==> src/core/aptc_pkg.sv <==
`default_nettype none
package aptc_pkg;
    localparam int NUM_PAIRS = 5;
    localparam int NUM_CTRL_REGS = 3;
    localparam int PWM_GENS = 9;
    localparam int ADDR_W = 5;
    localparam int SEL_W = 5;

    // Pair slots: 0 -> pair four, 1 -> six, 2 -> seven, 3 -> eight, 4 -> nine.
    localparam logic [4:0] PAIR_NUMBER [NUM_PAIRS] = '{5'd4, 5'd6, 5'd7, 5'd8, 5'd9};

    localparam logic [ADDR_W-1:0] OFS_CTRL_B = 5'h00;
    localparam logic [ADDR_W-1:0] OFS_CTRL_C = 5'h04;
    localparam logic [ADDR_W-1:0] OFS_CTRL_D = 5'h08;
    localparam logic [ADDR_W-1:0] OFS_IRQ_STATUS = 5'h0c;
    localparam logic [ADDR_W-1:0] OFS_IRQ_MASK = 5'h10;
    localparam logic [ADDR_W-1:0] OFS_GLOBAL_TRIG = 5'h14;

    // Byte field layout, repeated in the upper byte for the odd pair.
    localparam int BIT_IRQ_EN = 7;
    localparam int BIT_PEND = 6;
    localparam int BIT_SOFT = 5;
    localparam int SEL_LSB = 0;
    localparam int ODD_BYTE_LSB = 8;

    localparam logic [15:0] CTRL_RESET = 16'h0000;
    localparam logic [4:0] MASK_RESET = 5'h00;

    localparam logic [4:0] SEL_OFF = 5'h00;
    localparam logic [4:0] SEL_SOFT = 5'h01;
    localparam logic [4:0] SEL_GLOBAL = 5'h02;
    localparam logic [4:0] SEL_SPECIAL = 5'h03;
    localparam logic [4:0] SEL_PRI_FIRST = 5'h04;
    localparam logic [4:0] SEL_PRI_LAST = 5'h0b;
    localparam logic [4:0] SEL_TIMER1 = 5'h0c;
    localparam logic [4:0] SEL_RESERVED = 5'h0d;
    localparam logic [4:0] SEL_SEC_FIRST = 5'h0e;
    localparam logic [4:0] SEL_SEC_LAST = 5'h16;
    localparam logic [4:0] SEL_CL_FIRST = 5'h17;
    localparam logic [4:0] SEL_CL_LAST = 5'h1e;
    localparam logic [4:0] SEL_TIMER2 = 5'h1f;

    localparam logic [1:0] RESP_OKAY = 2'b00;
    localparam logic [1:0] RESP_SLVERR = 2'b10;
endpackage : aptc_pkg
`default_nettype wire

==> src/core/aptc_trigger_ctrl.sv <==
`default_nettype none
// Functional notes
// - Raise an interrupt when a pair's conversion completes, only if its enable is set.
// - Set the pair's pending flag when its selected trigger source rises.
// - Clear the pending flag once the pair's conversion completes.
// - Soft start bit starts a soft-selected pair; hardware clears it when pending sets.
// - Selector zero disables the pair; no trigger starts it.
// - Selector one uses the pair's own soft start bit.
// - Selector two uses the global software trigger.
// - Selector three uses the PWM special event trigger.
// - Selectors 4 to 11 pick PWM generator 1 to 8 primary triggers.
// - Selector 12 picks the Timer1 period match; 13 is reserved.
// - Selectors 14 to 22 pick PWM generator 1 to 9 secondary triggers.
// - Selectors 23 to 30 pick PWM generator 1 to 8 current-limit triggers.
// - Selector 31 picks the Timer2 period match.
// - Each pair's controls govern inputs 2n and 2n+1 together.
module aptc_trigger_ctrl
    import aptc_pkg::*;
(
    input wire logic mclk,
    input wire logic rst,
    input wire logic [ADDR_W-1:0] s_axi_awaddr,
    input wire logic s_axi_awvalid,
    output logic s_axi_awready,
    input wire logic [31:0] s_axi_wdata,
    input wire logic [3:0] s_axi_wstrb,
    input wire logic s_axi_wvalid,
    output logic s_axi_wready,
    output logic [1:0] s_axi_bresp,
    output logic s_axi_bvalid,
    input wire logic s_axi_bready,
    input wire logic [ADDR_W-1:0] s_axi_araddr,
    input wire logic s_axi_arvalid,
    output logic s_axi_arready,
    output logic [31:0] s_axi_rdata,
    output logic [1:0] s_axi_rresp,
    output logic s_axi_rvalid,
    input wire logic s_axi_rready,
    input wire logic pwm_special_event,
    input wire logic [PWM_GENS-1:0] pwm_primary_trig,
    input wire logic [PWM_GENS-1:0] pwm_secondary_trig,
    input wire logic [PWM_GENS-1:0] pwm_current_limit_trig,
    input wire logic timer1_period_match,
    input wire logic timer2_period_match,
    input wire logic [NUM_PAIRS-1:0] conv_done,
    output logic [NUM_PAIRS-1:0] conv_request,
    output logic [NUM_PAIRS-1:0] pair_irq,
    output logic irq
);

    ////////////////////////////////////////////////////////////////////////////
    // Trigger source decode.

    function automatic logic pick_source(input logic [4:0] sel, input logic own_soft,
            input logic global_soft, input logic special, input logic [PWM_GENS-1:0] pri,
            input logic [PWM_GENS-1:0] sec, input logic [PWM_GENS-1:0] cl,
            input logic t1, input logic t2);
        logic hit;
        hit = 1'b0;
        if (sel == SEL_OFF) begin
            hit = 1'b0;
        end else if (sel == SEL_SOFT) begin
            hit = own_soft;
        end else if (sel == SEL_GLOBAL) begin
            hit = global_soft;
        end else if (sel == SEL_SPECIAL) begin
            hit = special;
        end else if (sel >= SEL_PRI_FIRST && sel <= SEL_PRI_LAST) begin
            hit = pri[4'(sel - SEL_PRI_FIRST)];
        end else if (sel == SEL_TIMER1) begin
            hit = t1;
        end else if (sel == SEL_RESERVED) begin
            hit = 1'b0;
        end else if (sel >= SEL_SEC_FIRST && sel <= SEL_SEC_LAST) begin
            hit = sec[4'(sel - SEL_SEC_FIRST)];
        end else if (sel >= SEL_CL_FIRST && sel <= SEL_CL_LAST) begin
            hit = cl[4'(sel - SEL_CL_FIRST)];
        end else if (sel == SEL_TIMER2) begin
            hit = t2;
        end
        return hit;
    endfunction

    // Maps a control register offset to the pair slot of its low byte.
    function automatic logic [2:0] ctrl_low_slot(input logic [ADDR_W-1:0] addr);
        logic [2:0] slot;
        slot = 3'd0;
        if (addr == OFS_CTRL_C) begin
            slot = 3'd1;
        end else if (addr == OFS_CTRL_D) begin
            slot = 3'd3;
        end
        return slot;
    endfunction

    function automatic logic is_mapped(input logic [ADDR_W-1:0] addr);
        return addr == OFS_CTRL_B || addr == OFS_CTRL_C || addr == OFS_CTRL_D
            || addr == OFS_IRQ_STATUS || addr == OFS_IRQ_MASK || addr == OFS_GLOBAL_TRIG;
    endfunction

    ////////////////////////////////////////////////////////////////////////////
    // Per-pair state.

    logic [NUM_PAIRS-1:0] irq_en;
    logic [NUM_PAIRS-1:0] pend;
    logic [NUM_PAIRS-1:0] soft_start;
    logic [4:0] trig_sel [NUM_PAIRS];
    logic [NUM_PAIRS-1:0] trig_hit;
    logic [NUM_PAIRS-1:0] trig_prev;
    logic [NUM_PAIRS-1:0] trig_event;
    logic [NUM_PAIRS-1:0] done_event;
    logic [NUM_PAIRS-1:0] irq_status;
    logic [NUM_PAIRS-1:0] irq_mask;
    logic global_soft;

    // Bus write capture.
    logic aw_held;
    logic w_held;
    logic [ADDR_W-1:0] aw_addr;
    logic [31:0] w_data;
    logic [3:0] w_strb;
    logic wr_fire;
    logic ctrl_wr;
    logic [2:0] wr_slot;

    assign wr_fire = aw_held && w_held && !s_axi_bvalid;
    assign ctrl_wr = wr_fire && (aw_addr == OFS_CTRL_B || aw_addr == OFS_CTRL_C
        || aw_addr == OFS_CTRL_D);
    assign wr_slot = ctrl_wr ? ctrl_low_slot(aw_addr) : 3'd0;

    genvar gi;
    generate
        for (gi = 0; gi < NUM_PAIRS; gi++) begin : g_pair
            // Slot 0 sits alone in the low byte of the first register; others pair up.
            localparam logic [2:0] SLOT = 3'(gi);
            localparam logic IN_HIGH = (gi == 1) || (gi == 3) ? 1'b0 : (gi != 0);
            localparam int LSB = IN_HIGH ? ODD_BYTE_LSB : 0;
            logic own_wr;
            logic [7:0] wbyte;

            assign own_wr = ctrl_wr && w_strb[LSB / 8] && (IN_HIGH ?
                (wr_slot == SLOT - 3'd1) : (wr_slot == SLOT));
            assign wbyte = w_data[LSB +: 8];

            // The pulse on any selected source is caught on its rising edge only.
            assign trig_hit[gi] = pick_source(trig_sel[gi], soft_start[gi], global_soft,
                pwm_special_event, pwm_primary_trig, pwm_secondary_trig,
                pwm_current_limit_trig, timer1_period_match, timer2_period_match);
            assign trig_event[gi] = trig_hit[gi] && !trig_prev[gi] && !pend[gi];
            assign done_event[gi] = pend[gi] && conv_done[gi];

            always_ff @(posedge mclk or posedge rst) begin
                if (rst) begin
                    trig_prev[gi] <= 1'b0;
                end else begin
                    trig_prev[gi] <= trig_hit[gi];
                end
            end

            always_ff @(posedge mclk or posedge rst) begin
                if (rst) begin
                    irq_en[gi] <= CTRL_RESET[BIT_IRQ_EN];
                    trig_sel[gi] <= CTRL_RESET[SEL_LSB +: SEL_W];
                end else if (own_wr) begin
                    irq_en[gi] <= wbyte[BIT_IRQ_EN];
                    trig_sel[gi] <= wbyte[SEL_LSB +: SEL_W];
                end
            end

            // One pending flag covers both inputs of the pair.
            always_ff @(posedge mclk or posedge rst) begin
                if (rst) begin
                    pend[gi] <= CTRL_RESET[BIT_PEND];
                end else if (trig_event[gi]) begin
                    pend[gi] <= 1'b1;
                end else if (done_event[gi]) begin
                    pend[gi] <= 1'b0;
                end
            end

            always_ff @(posedge mclk or posedge rst) begin
                if (rst) begin
                    soft_start[gi] <= CTRL_RESET[BIT_SOFT];
                end else if (trig_event[gi]) begin
                    soft_start[gi] <= 1'b0;
                end else if (own_wr && wbyte[BIT_SOFT]) begin
                    soft_start[gi] <= 1'b1;
                end
            end

            always_ff @(posedge mclk or posedge rst) begin
                if (rst) begin
                    conv_request[gi] <= 1'b0;
                end else begin
                    conv_request[gi] <= trig_event[gi];
                end
            end

            // Set wins over a write-one clear in the same cycle.
            always_ff @(posedge mclk or posedge rst) begin
                if (rst) begin
                    irq_status[gi] <= 1'b0;
                end else if (done_event[gi] && irq_en[gi]) begin
                    irq_status[gi] <= 1'b1;
                end else if (wr_fire && aw_addr == OFS_IRQ_STATUS && w_strb[0]
                        && w_data[gi]) begin
                    irq_status[gi] <= 1'b0;
                end
            end

            always_ff @(posedge mclk or posedge rst) begin
                if (rst) begin
                    pair_irq[gi] <= 1'b0;
                end else begin
                    pair_irq[gi] <= done_event[gi] && irq_en[gi];
                end
            end
        end
    endgenerate

    always_ff @(posedge mclk or posedge rst) begin
        if (rst) begin
            irq_mask <= MASK_RESET;
        end else if (wr_fire && aw_addr == OFS_IRQ_MASK && w_strb[0]) begin
            irq_mask <= w_data[NUM_PAIRS-1:0];
        end
    end

    // The global trigger is a self-clearing strobe shared by all pairs.
    always_ff @(posedge mclk or posedge rst) begin
        if (rst) begin
            global_soft <= 1'b0;
        end else begin
            global_soft <= wr_fire && aw_addr == OFS_GLOBAL_TRIG && w_strb[0] && w_data[0];
        end
    end

    always_ff @(posedge mclk or posedge rst) begin
        if (rst) begin
            irq <= 1'b0;
        end else begin
            irq <= |(irq_status & irq_mask);
        end
    end

    ////////////////////////////////////////////////////////////////////////////
    // AXI4-Lite write channel.

    always_ff @(posedge mclk or posedge rst) begin
        if (rst) begin
            aw_held <= 1'b0;
            aw_addr <= '0;
        end else if (s_axi_awvalid && s_axi_awready) begin
            aw_held <= 1'b1;
            aw_addr <= s_axi_awaddr;
        end else if (wr_fire) begin
            aw_held <= 1'b0;
        end
    end

    always_ff @(posedge mclk or posedge rst) begin
        if (rst) begin
            w_held <= 1'b0;
            w_data <= '0;
            w_strb <= '0;
        end else if (s_axi_wvalid && s_axi_wready) begin
            w_held <= 1'b1;
            w_data <= s_axi_wdata;
            w_strb <= s_axi_wstrb;
        end else if (wr_fire) begin
            w_held <= 1'b0;
        end
    end

    always_ff @(posedge mclk or posedge rst) begin
        if (rst) begin
            s_axi_awready <= 1'b0;
            s_axi_wready <= 1'b0;
        end else begin
            s_axi_awready <= !aw_held && !(s_axi_awvalid && s_axi_awready);
            s_axi_wready <= !w_held && !(s_axi_wvalid && s_axi_wready);
        end
    end

    always_ff @(posedge mclk or posedge rst) begin
        if (rst) begin
            s_axi_bvalid <= 1'b0;
            s_axi_bresp <= RESP_OKAY;
        end else if (wr_fire) begin
            s_axi_bvalid <= 1'b1;
            s_axi_bresp <= is_mapped(aw_addr) ? RESP_OKAY : RESP_SLVERR;
        end else if (s_axi_bready) begin
            s_axi_bvalid <= 1'b0;
        end
    end

    ////////////////////////////////////////////////////////////////////////////
    // AXI4-Lite read channel.

    function automatic logic [7:0] pair_byte(input int slot);
        return {irq_en[slot], pend[slot], soft_start[slot], trig_sel[slot]};
    endfunction

    logic [31:0] rd_word;

    always_comb begin
        rd_word = '0;
        unique case (s_axi_araddr)
            OFS_CTRL_B: rd_word = {16'h0000, 8'h00, pair_byte(0)};
            OFS_CTRL_C: rd_word = {16'h0000, pair_byte(2), pair_byte(1)};
            OFS_CTRL_D: rd_word = {16'h0000, pair_byte(4), pair_byte(3)};
            OFS_IRQ_STATUS: rd_word = {27'h0, irq_status};
            OFS_IRQ_MASK: rd_word = {27'h0, irq_mask};
            default: rd_word = '0;
        endcase
    end

    always_ff @(posedge mclk or posedge rst) begin
        if (rst) begin
            s_axi_arready <= 1'b0;
        end else begin
            s_axi_arready <= !s_axi_rvalid && !(s_axi_arvalid && s_axi_arready);
        end
    end

    always_ff @(posedge mclk or posedge rst) begin
        if (rst) begin
            s_axi_rvalid <= 1'b0;
            s_axi_rdata <= '0;
            s_axi_rresp <= RESP_OKAY;
        end else if (s_axi_arvalid && s_axi_arready) begin
            s_axi_rvalid <= 1'b1;
            s_axi_rdata <= rd_word;
            s_axi_rresp <= is_mapped(s_axi_araddr) ? RESP_OKAY : RESP_SLVERR;
        end else if (s_axi_rready) begin
            s_axi_rvalid <= 1'b0;
        end
    end

endmodule // aptc_trigger_ctrl
`default_nettype wire

==> config.mk <==
export PLATFORM = sky130hd
export DESIGN_NAME = aptc_trigger_ctrl
export DESIGN_NICKNAME = d
export VERILOG_FILES = /design/src/core/aptc_pkg.sv /design/src/core/aptc_trigger_ctrl.sv
export SDC_FILE = /design/constraint.sdc
export NUM_CORES = 1
export LEC_CHECK = 0
export ABC_AREA = 1
export ABC_CLOCK_PERIOD_IN_PS = 3000
export BUFFER_PORTS_ARGS = -buffer_cell sky130_fd_sc_hd__buf_2
export CORE_MARGIN = 10
export CORE_UTILIZATION = 50
export CTS_BUF_LIST = sky130_fd_sc_hd__clkbuf_2 sky130_fd_sc_hd__clkbuf_4 sky130_fd_sc_hd__clkbuf_8
export DETAILED_ROUTE_END_ITERATION = 10
export GPL_TIMING_DRIVEN = 0
export MAX_ROUTING_LAYER = met4
export PLACE_DENSITY = 0.86
export SKIP_CTS_REPAIR_TIMING = 1
export SLEW_MARGIN = 20
export SYNTH_ARGS = -nofsm -noshare
export SYNTH_HDL_FRONTEND = slang
export SYNTH_SLANG_ARGS = --single-unit
==> constraint.sdc <==
create_clock -name mclk -period 3 [get_ports mclk]
set_clock_uncertainty 0.2 [all_clocks]
set_input_delay 0.15 -clock mclk [delete_from_list [all_inputs] [get_ports mclk]]
set_output_delay 0.15 -clock mclk [all_outputs]
set_load 0.02 [all_outputs]
==> metrics.cfg <==
[timing]
fin_crit_sh_pct=86.5
relSlewSlack_pct=47.7
fin_hold_ws_ns=-0.0321
drv_slew=0
fmax_ghz=0.385
min_period_ns=2.60
fin_setup_tns_ns=0
worst_pin_slew_ns=0.778
hold_viol=2
finalSetupViolCount=0
rsz0062_at_grt=no

[detailed_routing]
wl_met2_um=11500
drt-initial-drc-count=802
vias_per_cell=5.44
drt-total-wl_um=23700
drc_errors=0
wl_per_cell_um=16.6
firstDrtPassIters=6
topRoutingLayerUsed=met4
met3_wirelength_um=1920
wirelength_met1_um=9410
vias=7748
ant_nets=0

[synth]
synth_mux_area_share_pct=0
yosysUniqueCellTypes=45
yosys.area_share.adder_pct=8.36
yosysWarnings=0
synth_area_leaders=dfrtp_1 37%, nand2_1 15%, ha_1 8.4%
syn_inst=1046
synth_top_family_by_area=simple AND/OR/NAND/NOR gates
synth-edff-count=0
avgSynthCellArea_um2=7.30
synthFlopType=dfrtp_1
synth-simple-area-share_pct=24.7
async_flop_share_pct=100
synth-compound-area-share_pct=18.0
synth-xor-area-share_pct=0.688
synth_top_area_share_pct=37.0
ys_ff_latch=113
netlist_area_um2=7630
synth-seq-area-share_pct=37.0
synth_top_area_cell=dfrtp_1

[floorplan]
die_area_um2=20600
fp.dieW_um=144
die_h_um=144
ios=140
start_util_pct=50.6
num_rows=45
coreArea_um2=15100

[worst_setup_path]
critPathLaunchType=flop
critPathMaxStageDelay_ns=0.64
cp_common_cell=nand2_1
cp.required_ns=3.14
crit_fanout=11
crit_chain=inv_2 -> ha_1 -> inv_1 -> a21oi_1 -> o21ai_0 -> nand2_1 -> nand2_1 -> nand3_1 -> nand2_1 -> nand2_1 -> nand2_1 -> nand2_1 -> nand2_1 -> nand2_1 -> nand2_1 -> nand3_2 -> o21ai_1
critPathSlowestCell=dfrtp_1
arrival_ns=2.73
path_class=flop to flop
crit_path_end_kind=flop

[layout]
syn_to_final_growth_pct=22.2
nets=1364
drive_above_1_share_pct=16.4
antenna_cells=0

[power]
power.leakage_nw=4.91
p_clk_share_pct=20.7
power_density_nw_per_um2=804
switching_power_mw=3.29
ir_worst_vdd_mv=0.768
p_sw_share_pct=43.9
power_mw=7.50
seq_power_share_pct=32.6
p_int_mw=4.21
combPwrFrac_pct=46.7

[outcome]
run_status=complete, but fails checks
violations=hold timing

[clocking]
clock_latency_ns=0.45
clockRootBuffer=clkbuf_8
cts_tree=done
cts-buffers-inserted=17
clk_pin_slew_ns=0.07
clockBufferDepth=2
cts.sinks=113
cts_max_level=4

[global_routing]
overflow=0
grt_pass1_vias=7258
grt_use_total_pct=22.9
antenna_found_initial=0
grt_pass1_wl_um=36300
grt_max_degree=36

[placement]
dp_hpwl_um=17800
port_buffers=100
place.gp.congestion=0.972

[worst_hold_path]
hold_class=input port to flop

[run]
cap_viol_max_count=0

[per-layer routing]
layer	vias up	GRT usage, %
met5	-	-
met4	0	10.6
met3	83	5.18
met2	346	36.1
met1	3561	27.5
li1	3758	-
[power groups by stage]
stage	combinational [mW]	clock, mW	sequential, mW
6_report	3.50	1.56	2.44
5_1_grt	3.97	1.64	2.49
4_1_cts	3.38	1.58	2.43
3_5_place_dp	3.36	0	2.45
3_3_place_gp	3.26	0	2.43
2_1_floorplan	2.43	0	2.41
[flip-flops by register name, summed over array words and instances, names as in the netlist, 2 cells and up]
register      flops
pair_irq          5
aw_addr           5
conv_request      5
irq_status        5
soft_start        5
w_strb            2
s_axi_rdata      16
pend              5
irq_mask          5
trig_prev         5
irq_en            5
trig_sel         25
w_data           14
[logic make-up after synthesis]
family,Yosys count
buffers and inverters,183
and+or+nand+nor,446
DFF,113
xor gates and xnor gates,6
adders and majority gates,51
AOI/OAI and AO/OA,246
other,1
[placed cells by master, fill, tap and decap left out, types with 18 or more instances in the layout]
master	n
nand2_1	299
inv_1	122
dfrtp_1	113
buf_2	109
o21ai_0	96
nand3_1	66
a21oi_1	56
ha_1	51
nor2_1	42
dlygate4sd3_1	40
o21ai_1	38
buf_4	21
clkbuf_8	19
conb_1	18
[cells in the mapped netlist, drive strengths merged (3+ instances only)]
master and n:
nand3 69, ha 51, a31oi 4, a21boi 5
nor2 43, xnor2 5, nand2 303, nand3b 3
o21bai 4, o21ai 137, dfrtp 113, o31ai 5
nand4 12, a21oi 56, o211ai 7, nor3 12
o21a 3, a41oi 4, clkbuf 6, nor4 4
a22oi 3, inv 136, o22ai 11, buf 40
[metrics by stage]
step                      setup slack [ns]  hold slack, ns  cell area [um2]  util [%]  instances
after floorplan                      0.863          0.0306             7700         -       1063
after global placement               0.542           0.125             8440      55.9       1351
after detailed placement             0.494         -0.0207             8500      56.3       1354
after CTS                            0.465          -0.513             8930      59.2       1384
after global routing                 0.171          0.0218             9330      61.8       1424
final                                0.404         -0.0321             9330      61.8       1424
[worst paths after layout]
path,cells after the start,slack [ns],start,endpoint
max reg2reg,17,0.40,trig_sel[1]$_DFFE_PP0P_,pend[4]$_DFFE_PP0P_
max,17,0.40,trig_sel[1]$_DFFE_PP0P_,pend[4]$_DFFE_PP0P_
min in group asynchronous,3,0.05,rst,w_data[8]$_DFFE_PP0P_
min reg2reg,1,0.23,s_axi_rvalid$_DFFE_PP0P_,s_axi_arready$_DFF_PP0_
min,4,-0.03,s_axi_arvalid,s_axi_arready$_DFF_PP0_
max in group asynchronous,6,1.55,rst,s_axi_rdata[5]$_DFFE_PP0P_
[cell type report]
class                      instances  area [um2]
tap                              188         235
clock buffer                      20         269
timing repair buffer             143         961
sequential                       113        2830
fill                            1360        5760
clock inverter                    10         160
buffer                            46         330
multi-input combinational        767        4020
inverter                         137         526
[worst max-delay path, delay by kind of cell, from the launching register on]
family | cells | cell delay (ns)
flops | 1 | 0.64
compound gates | 3 | 0.27
fa+ha+maj | 1 | 0.37
simple gates | 11 | 0.74
buf+inv | 2 | 0.26
(Power assumes the default switching activity.)
